$ cat src/doc_pkg.sv
// Constants for the converter output control logic
package doc_pkg;
    localparam int unsigned WORD_BITS = 24;
    localparam int unsigned CODE_BITS = 16;
    localparam logic [3:0] CMD_NOP = 4'h0;
    localparam logic [3:0] CMD_WR_CTRL = 4'h1;
    localparam logic [3:0] CMD_RD_CTRL = 4'h2;
    localparam logic [3:0] CMD_LD_INPUT = 4'h3;
    localparam logic [3:0] CMD_LD_BOTH = 4'h4;
    localparam logic [3:0] CMD_LD_CONV = 4'h5;
    localparam logic [3:0] CMD_WR_CLEAR = 4'h6;
    localparam logic [3:0] CMD_RD_INPUT = 4'h7;
    localparam logic [3:0] CMD_RD_CONV = 4'h8;
    localparam logic [3:0] CMD_RD_CLEAR = 4'h9;
    localparam logic [3:0] CMD_NOP2 = 4'hf;
    // Control register field positions
    localparam int unsigned CTL_VOLT_EN = 15;
    localparam int unsigned CTL_CURR_EN = 14;
    localparam int unsigned CTL_UNIPOLAR = 12;
    localparam int unsigned CTL_RANGE_4MA = 11;
    localparam int unsigned CTL_SOFT_CLR = 10;
    localparam int unsigned CTL_CLR_PIN_EN = 9;
    localparam logic [15:0] CTL_WR_MASK = 16'hdfe0;
    localparam logic [15:0] RST_REG = 16'h0000;
    localparam logic [15:0] ZERO_UNI = 16'h0000;
    localparam logic [15:0] ZERO_BIP = 16'h8000;
    localparam logic [4:0] CNT_RST = 5'h00;
    localparam logic [4:0] CNT_LAST = 5'h17;
endpackage

$ cat src/doc_link_if.sv
// Interface carrying decoded link events between the two modules
`timescale 1ns/100ps
`default_nettype none
interface doc_link_if;
    logic frame_end;
    logic [23:0] word;
    logic [23:0] load_word;
    logic load;
    modport front (output frame_end, output word, input load_word, input load);
    modport core (input frame_end, input word, output load_word, output load);
endinterface
`default_nettype wire

$ cat src/doc_output_ctrl.sv
// Top of the converter output control logic
`timescale 1ns/100ps
`default_nettype none
module doc_output_ctrl
(
    // Clock, reset, enable
    input wire logic clk_sys_i,
    input wire logic srst_i,
    input wire logic ce_i,
    // Serial link
    input wire logic sclk_i,
    input wire logic cs_n_i,
    input wire logic sdi_i,
    output logic sdo_o,
    output logic sdo_oe_o,
    // Asynchronous pins
    input wire logic load_converter_n_i,
    input wire logic clear_in_n_i,
    // Analog status
    input wire logic current_open_i,
    input wire logic voltage_short_i,
    // Alarm, open drain
    output logic alarm_o,
    output logic alarm_oe_o,
    // Converter state
    output logic [15:0] conv_code_o,
    output logic voltage_output_o,
    output logic current_output_o,
    output logic unipolar_o,
    output logic range_4ma_o
);
    // ************************************************
    // Pin synchronisers
    // ************************************************
    logic [1:0] ld_q;
    logic [1:0] clr_q;
    logic [1:0] open_q;
    logic [1:0] short_q;
    logic [15:0] ctl_q;
    logic [15:0] in_q;
    logic [15:0] conv_q;
    logic [15:0] clrv_q;
    logic [23:0] ld_word_q;
    logic ld_now_q;
    doc_link_if lnk ();

    always_ff @(posedge clk_sys_i)
    begin
        if (srst_i)
        begin
            ld_q <= 2'h3;
            clr_q <= 2'h3;
            open_q <= 2'h0;
            short_q <= 2'h0;
        end
        else if (ce_i)
        begin
            ld_q <= {ld_q[0], load_converter_n_i};
            clr_q <= {clr_q[0], clear_in_n_i};
            open_q <= {open_q[0], current_open_i};
            short_q <= {short_q[0], voltage_short_i};
        end
    end

    doc_serial_link u_link
    (
        .clk_sys_i(clk_sys_i),
        .srst_i(srst_i),
        .ce_i(ce_i),
        .sclk_i(sclk_i),
        .cs_n_i(cs_n_i),
        .sdi_i(sdi_i),
        .sdo_o(sdo_o),
        .sdo_oe_o(sdo_oe_o),
        .lnk(lnk.front)
    );

    // ************************************************
    // Command decode
    // ************************************************
    wire [3:0] cmd = lnk.word[19:16];
    wire [15:0] dat = lnk.word[15:0];
    wire fe = lnk.frame_end;
    wire fault_act = open_q[1] | short_q[1];
    wire clear_pin_enable = ctl_q[doc_pkg::CTL_CLR_PIN_EN];
    wire clear_act = ~clr_q[1] & clear_pin_enable;
    wire load_act = ~ld_q[1];
    wire wr_ctl = fe && cmd == doc_pkg::CMD_WR_CTRL;
    wire wr_in = fe && (cmd == doc_pkg::CMD_LD_INPUT ||
        cmd == doc_pkg::CMD_LD_BOTH);
    wire wr_both = fe && cmd == doc_pkg::CMD_LD_BOTH;
    wire wr_xfer = fe && cmd == doc_pkg::CMD_LD_CONV;
    wire wr_clr = fe && cmd == doc_pkg::CMD_WR_CLEAR;
    wire [15:0] zero_code = (ctl_q[doc_pkg::CTL_UNIPOLAR] |
        ctl_q[doc_pkg::CTL_CURR_EN]) ? doc_pkg::ZERO_UNI : doc_pkg::ZERO_BIP;
    wire [15:0] clear_code = ctl_q[doc_pkg::CTL_SOFT_CLR] ? clrv_q :
        zero_code;
    wire [15:0] ctl_new = dat & doc_pkg::CTL_WR_MASK;
    wire ctl_bad = ctl_new[doc_pkg::CTL_VOLT_EN] &
        ctl_new[doc_pkg::CTL_CURR_EN];
    wire [15:0] ctl_rd = {ctl_q[15:5], 2'h0, fault_act, 2'h0};
    wire rd_sel = fe && (cmd == doc_pkg::CMD_RD_CTRL ||
        cmd == doc_pkg::CMD_RD_INPUT || cmd == doc_pkg::CMD_RD_CONV ||
        cmd == doc_pkg::CMD_RD_CLEAR);
    wire [15:0] rd_data = (cmd == doc_pkg::CMD_RD_CTRL) ? ctl_rd :
        (cmd == doc_pkg::CMD_RD_INPUT) ? in_q :
        (cmd == doc_pkg::CMD_RD_CONV) ? conv_q : clrv_q;

    // ************************************************
    // Registers
    // ************************************************
    always_ff @(posedge clk_sys_i)
    begin
        if (srst_i)
        begin
            ctl_q <= doc_pkg::RST_REG;
            in_q <= doc_pkg::RST_REG;
            conv_q <= doc_pkg::RST_REG;
            clrv_q <= doc_pkg::RST_REG;
            ld_word_q <= 24'h000000;
            ld_now_q <= 1'b0;
        end
        else if (ce_i)
        begin
            ld_now_q <= rd_sel;
            ld_word_q <= {lnk.word[23:16], rd_data};
            if (wr_ctl && !ctl_bad)
                ctl_q <= ctl_new;
            if (wr_in)
                in_q <= dat;
            if (wr_clr)
                clrv_q <= dat;
            if (clear_act)
                conv_q <= clear_code;
            else if (wr_both)
                conv_q <= dat;
            else if (wr_xfer || load_act)
                conv_q <= in_q;
        end
    end

    assign lnk.load = ld_now_q;
    assign lnk.load_word = ld_word_q;
    assign conv_code_o = conv_q;
    assign voltage_output_o = ctl_q[doc_pkg::CTL_VOLT_EN];
    assign current_output_o = ctl_q[doc_pkg::CTL_CURR_EN];
    assign unipolar_o = ctl_q[doc_pkg::CTL_UNIPOLAR];
    assign range_4ma_o = ctl_q[doc_pkg::CTL_RANGE_4MA];
    assign alarm_o = 1'b0;
    assign alarm_oe_o = fault_act | ~clr_q[1];

    // ************************************************
    // Checks
    // ************************************************
    chk_one_output_only: assert property (@(posedge clk_sys_i) disable iff
        (srst_i) !(voltage_output_o && current_output_o))
        else $error("both outputs enabled");
    chk_alarm_on_clear: assert property (@(posedge clk_sys_i) disable iff
        (srst_i) ce_i && !clear_in_n_i |=> ##1 alarm_oe_o)
        else $error("alarm not driven during clear");
    chk_clear_code: assert property (@(posedge clk_sys_i) disable iff
        (srst_i) ce_i && clear_act |=> conv_q == $past(clear_code))
        else $error("clear code not applied");
    chk_clear_gated: assert property (@(posedge clk_sys_i) disable iff
        (srst_i) ce_i && !clear_pin_enable && !load_act && !fe
        |=> $stable(conv_q))
        else $error("converter changed while idle");
    chk_load_pin: assert property (@(posedge clk_sys_i) disable iff
        (srst_i) ce_i && load_act && !clear_act && !fe
        |=> conv_q == $past(in_q))
        else $error("load pin transfer missed");
    chk_clear_reg_write: assert property (@(posedge clk_sys_i) disable iff
        (srst_i) ce_i && wr_clr |=> clrv_q == $past(dat))
        else $error("clear register not written");
    chk_reset_off: assert property (@(posedge clk_sys_i)
        srst_i |=> !voltage_output_o && !current_output_o
        && conv_q == 16'h0000)
        else $error("outputs not off after reset");
    chk_input_stage: assert property (@(posedge clk_sys_i) disable iff
        (srst_i) ce_i && wr_in && !wr_both && !clear_act && !load_act
        |=> in_q == $past(dat) && $stable(conv_q))
        else $error("input staging disturbed converter");
    chk_cmd_transfer: assert property
        (@(posedge clk_sys_i) disable iff (srst_i)
        ce_i && wr_xfer && !clear_act |=> conv_q == $past(in_q))
        else $error("input not moved by command");
    chk_both_load: assert property
        (@(posedge clk_sys_i) disable iff (srst_i)
        ce_i && wr_both && !clear_act
        |=> conv_q == $past(dat) && in_q == $past(dat))
        else $error("direct load missed a register");
    chk_alarm_fault: assert property
        (@(posedge clk_sys_i) disable iff (srst_i)
        !srst_i && ce_i && (current_open_i || voltage_short_i)
        ##1 ce_i |=> alarm_oe_o)
        else $error("alarm not driven on fault");
    chk_cleared_hold: assert property
        (@(posedge clk_sys_i) disable iff (srst_i)
        ce_i && !clear_act && !load_act && !fe |=> $stable(conv_q))
        else $error("converter moved without update");
    cov_clear: cover property (@(posedge clk_sys_i) clear_act);
    cov_load: cover property (@(posedge clk_sys_i) load_act);
    cov_xfer: cover property (@(posedge clk_sys_i) wr_xfer);
    cov_read: cover property (@(posedge clk_sys_i) ld_now_q);
endmodule
`default_nettype wire

$ cat src/doc_serial_link.sv
// Serial link front end: sync, edge detect, shift register, readback
`timescale 1ns/100ps
`default_nettype none
module doc_serial_link
(
    // Clock, reset, enable
    input wire logic clk_sys_i,
    input wire logic srst_i,
    input wire logic ce_i,
    // Link pins
    input wire logic sclk_i,
    input wire logic cs_n_i,
    input wire logic sdi_i,
    output logic sdo_o,
    output logic sdo_oe_o,
    // Toward core
    doc_link_if.front lnk
);
    logic [2:0] sclk_q;
    logic [2:0] cs_q;
    logic [1:0] sdi_q;
    logic [23:0] shift_q;
    logic sdo_q;
    logic frame_q;
    wire sclk_rise = sclk_q[1] & ~sclk_q[2];
    wire sclk_fall = ~sclk_q[1] & sclk_q[2];
    wire cs_low = ~cs_q[1];
    wire cs_rise = cs_q[1] & ~cs_q[2];

    always_ff @(posedge clk_sys_i)
    begin
        if (srst_i)
        begin
            sclk_q <= 3'h0;
            cs_q <= 3'h7;
            sdi_q <= 2'h0;
        end
        else if (ce_i)
        begin
            sclk_q <= {sclk_q[1:0], sclk_i};
            cs_q <= {cs_q[1:0], cs_n_i};
            sdi_q <= {sdi_q[0], sdi_i};
        end
    end

    always_ff @(posedge clk_sys_i)
    begin
        if (srst_i)
        begin
            shift_q <= 24'h000000;
            sdo_q <= 1'b0;
            frame_q <= 1'b0;
        end
        else if (ce_i)
        begin
            frame_q <= cs_rise;
            if (lnk.load)
                shift_q <= lnk.load_word;
            else if (cs_low && sclk_rise)
                shift_q <= {shift_q[22:0], sdi_q[1]};
            if (cs_low && sclk_fall)
                sdo_q <= shift_q[23];
        end
    end

    assign sdo_o = sdo_q;
    assign sdo_oe_o = cs_low;
    assign lnk.frame_end = frame_q;
    assign lnk.word = shift_q;

    chk_dout_falling_edge: assert property (@(posedge clk_sys_i) disable iff
        (srst_i) !$stable(sdo_q) |-> $past(sclk_fall))
        else $error("sdo changed without sclk fall");
    chk_dout_hiz: assert property (@(posedge clk_sys_i) disable iff (srst_i)
        ce_i && cs_n_i ##1 ce_i |=> !sdo_oe_o)
        else $error("sdo driven while deselected");
    chk_dout_source: assert property
        (@(posedge clk_sys_i) disable iff (srst_i)
        ce_i && cs_low && sclk_fall |=> sdo_q == $past(shift_q[23]))
        else $error("sdo not from shift register");
    chk_shift_sample: assert property (@(posedge clk_sys_i) disable iff
        (srst_i) ce_i && cs_low && sclk_rise && !lnk.load
        |=> shift_q[0] == $past(sdi_q[1]))
        else $error("sdi bit not shifted in");
    chk_idle_hold: assert property (@(posedge clk_sys_i) disable iff (srst_i)
        cs_q[1] && !lnk.load |=> $stable(shift_q))
        else $error("shift moved while deselected");
    cov_frame: cover property (@(posedge clk_sys_i) cs_rise);
endmodule
`default_nettype wire
$ cat config.mk
export PLATFORM = sky130hd
export DESIGN_NAME = doc_output_ctrl
export DESIGN_NICKNAME = d
export VERILOG_FILES = /design/src/doc_pkg.sv /design/src/doc_link_if.sv /design/src/doc_output_ctrl.sv /design/src/doc_serial_link.sv
export SDC_FILE = /design/constraint.sdc
export NUM_CORES = 1
export LEC_CHECK = 0
export BUFFER_PORTS_ARGS = -buffer_cell sky130_fd_sc_hd__buf_2
export CAP_MARGIN = 20
export CORE_MARGIN = 2
export CORE_UTILIZATION = 60
export CTS_CLUSTER_SIZE = 16
export DETAILED_ROUTE_END_ITERATION = 16
export PLACE_DENSITY = 0.83
export SYNTH_ARGS = -nofsm -noshare
export SYNTH_HDL_FRONTEND = slang
export SYNTH_SLANG_ARGS = --single-unit
$ cat constraint.sdc
create_clock -name clk_sys_i -period 1.9 [get_ports clk_sys_i]
set_input_delay 0.285 -clock clk_sys_i [delete_from_list [all_inputs] [get_ports clk_sys_i]]
set_output_delay 0.285 -clock clk_sys_i [all_outputs]
set_load 0.03 [all_outputs]
==> impl_results.md <==
* Register area share after synthesis at 0.4500
* Share of layout cells above drive strength 1 at 0.1897
* CP arrival at between 2 and 2.5 ns
* First-pass GRT wire length at between 20,000 and 25,000 um
* Total track usage at 0.3073
* Initial antenna violation count at 0
* DP HPWL at around 9300 um
* Final setup TNS at 0 ns
* LEAKAGE at around 2.6 nW
* Measured slew at the worst slew-check pin at 0.4976 ns
* Netlist cell types at 51
* Syn Inst Count at 585
* Total CTS buffers at 17
* Pwr dens at about 930 mW/mm^2
* Syn nets at slightly below 600
* Layout Area Growth over Synthesis at 19.33%
* Register bit count reported by yosys at between 100 and 150
* Routed len/inst at ~19 um
* Syn Area/Cell at 9.505 um^2
* Core Footprint at roughly 0.0091 mm^2
* Row Count at 35
* Clock-pin slew on the worst setup and hold paths at about 0.060 ns
* Grt ovf at 0
* Crit. End Element: flip-flop
* Fill cell count at 640
* Clock Tree Buf Depth at 2
* Max incr delay on CP at about 0.40 ns
* Sequential cell area at 0.002507 mm^2
* Post-DRT Antenna Nets at 0
* Critical path class: reg2reg
* Full die area at slightly above 0.01 mm^2
* Max-Cap Viols at 0
* Largest net degree at the start of global routing at between 60 and 70
* Vias in the first global route at around 4,600
* DRC errors left at 0
* Rel. slew slack at 0.6676
* Clock Skew at approximately 0.011 ns
* Worst hold slack at roughly 0.011 ns
* I/O pins at 34
* Avg Vias per Cell at approximately 6.3
* Clk root buf: clkbuf_8
* Top cell type by total area after synthesis: dfxtp_1
* Critical path launch point type: flip-flop
* RSZ-0062 raised after global routing: false
* Later-pin clock latency in the skew report at between 0.5 and 0.6 ns
* Worst vdd ir at about 810 uV
* Critical Path RT at ~2.3 ns
* CTS tree: yes
* Slowest CP cell: dfxtp_2
* Gp weighted congestion at around 0.9
* Status: finished, final reports clean
* Yosys warnings at 0
* Port Buffer Count at 32
* Clock Sinks at roughly 130
* Mapped cell area at around 0.0056 mm^2
* Initial standard-cell utilization of the core at 0.6104
* Final net count at 640
* Diodes inserted at 0
* Worst Path Max Fanout at 16
* Min Tclk post-route at about 1.8 ns
* Post-synth top area share at 0.4500
* Fin. max-slew vios at 0
* Worst hold path type: in2reg
* Drt initial violations at around 410
* Final Hold Fails at 0
* Final non-filler cell total at around 750
* Die Ht at around 100 um
* Final period util at 0.9253
* Die Wd at 100.3 um
* Area occupied by multi-input gates at roughly 0.0028 mm^2
* Initial DRT Pass Iterations at 5
* Via Count at 4,741
* H-tree Lvls at 4
* Placed Cells at between 700 and 800
* CP cell instances: buf_4, nor4b_4, buf_12, mux2_1, nand2_1, a311oi_1
* Synth area leaders: dfxtp_1 45%, mux2i_1 17%, nor2_1 7.8%
* Routed wire length at between 10,000 and 15,000 um
* Setup violation total in the final timing report at 0
* FMAX at 568.8 MHz
[per-layer routing]
layer  GRT usage  vias to the layer above  wire [um]
met3     0.08705                       31       1276
met1      0.4007                     2275       6087
met5           0                        -          0
met2      0.4899                      230       6894
met4      0.1075                        0        285
li1            -                     2205          -
[stage by stage]
step           power (mW)  setup WS, ns  cell area, um^2    util
5_1_grt             6.346       0.09095             6635  0.7284
3_3_place_gp        2.926        0.1406             5972  0.6556
3_5_place_dp        2.934       0.04605             5972  0.6556
4_1_cts             6.204       0.03574             6629  0.7277
6_report            6.184        0.1419             6635  0.7284
2_1_floorplan       2.868        0.2901             5560       -
[final timing paths]
check             slack, ns       endpoint  cells after the start           startpoint
setup / recovery       0.14  ld_word_q[11]                      6  u_link.lnk.word[17]
hold / removal         0.01      open_q[0]                      3       current_open_i
setup reg to reg       0.14  ld_word_q[11]                      6  u_link.lnk.word[17]
hold reg to reg        0.48   ld_word_q[5]                      2         ld_word_q[5]
[critical path: cells and delay by family (launching register included)]
family / cells / cell delay (ns)
flip-flops: 1 / 0.40
multiplexers: 1 / 0.36
AND/OR/NAND/NOR: 2 / 0.36
buffers and inverters: 2 / 0.39
AO/OA/AOI/OAI: 1 / 0.11
[synth_stat cells (all sizes together)]
| cell | number |
|---|---|
| inv | 5 |
| a21oi | 9 |
| or2 | 1 |
| a222oi | 1 |
| o211ai | 3 |
| and4b | 1 |
| clkbuf | 24 |
| dfxtp | 125 |
| nand3 | 17 |
| a21o | 1 |
| a21boi | 1 |
| and4bb | 1 |
| a22o | 5 |
| o21ai | 2 |
| a221oi | 2 |
| o311ai | 1 |
| a311oi | 10 |
| mux2i | 95 |
| a311o | 1 |
| nor3b | 1 |
| nor2 | 118 |
| o41ai | 1 |
| nand2 | 23 |
| nand2b | 4 |
| o31ai | 14 |
| a22oi | 9 |
| nand3b | 3 |
| nor2b | 3 |
| nor4b | 2 |
| nand4b | 1 |
| and3 | 13 |
| and3b | 2 |
| nor3 | 2 |
| o221ai | 1 |
| or3b | 3 |
| a211oi | 39 |
| a211o | 1 |
| o21a | 1 |
| a31oi | 2 |
| conb | 1 |
| xnor2 | 1 |
| mux2 | 10 |
| buf | 25 |
[kinds of logic (layout without fill, tap and decap cells)]
logic type      Yosys count  in the layout  share of synthesized area
compound gates          104            104                     0.1451
xor+xnor                  1              1                   0.001575
buf+inv                  54            112                    0.04568
flops                   125            125                     0.4500
mux                     105            105                     0.1913
other cells               1              1                  0.0006744
simple gates            195            195                     0.1656
[power breakdown]
part | switching [mW] | internal [mW] | leakage, nW
Clock | 1.21 | 2.08 | 0.288
Sequential | 0.0250 | 2.65 | 1.01
Combinational | 0.133 | 0.0785 | 1.26
Total | 1.37 | 4.81 | 2.57
[sequential cells by signal, indices dropped and copies added, names as in the netlist, 3 cells and up]
signal           count
conv_code_o         16
u_link.sclk_q        3
u_link.cs_q          3
clrv_q              16
u_link.lnk.word     24
ctl_q               10
in_q                16
ld_word_q           24
[cells in the final DEF (no fill, tap or decap), types with 4 or more instances in the layout]
cell type      Yosys  routed
dfxtp_1          125     121
nor2_1           115     115
mux2i_1           95      95
a211oi_1          39      39
buf_4              3      33
buf_2             14      32
nand2_1           23      23
nand3_1           17      17
clkbuf_16          0      16
and3_1            13      13
o31ai_1           13      13
a311oi_1          10      10
a22oi_1            9       9
a21oi_1            8       8
mux2_2             7       7
inv_1              5       5
a22o_1             5       5
dlygate4sd3_1      0       5
buf_12             0       5
nand2b_1           4       4
dfxtp_2            0       4
[repair_timing]
| item | CTS | global route |
|---|---|---|
| gates resized for setup | 0 | 5 |
| hold buffers | 5 | 0 |
| setup buffers | 0 | 0 |
| endpoints found under the setup margin | 0 | 39 |
| endpoints found under the hold margin | 5 | 0 |
[cell type report]
cell class | instances | share of cell area
well taps | 111 | 0.02093
clock buffers | 20 | 0.06713
multi-input cells | 406 | 0.4228
flip-flops and latches | 125 | 0.3779
repair buffers | 75 | 0.08410
inverters | 5 | 0.002829
clock inverters | 12 | 0.02433
No activity file was read; power rests on OpenSTA's default activity.
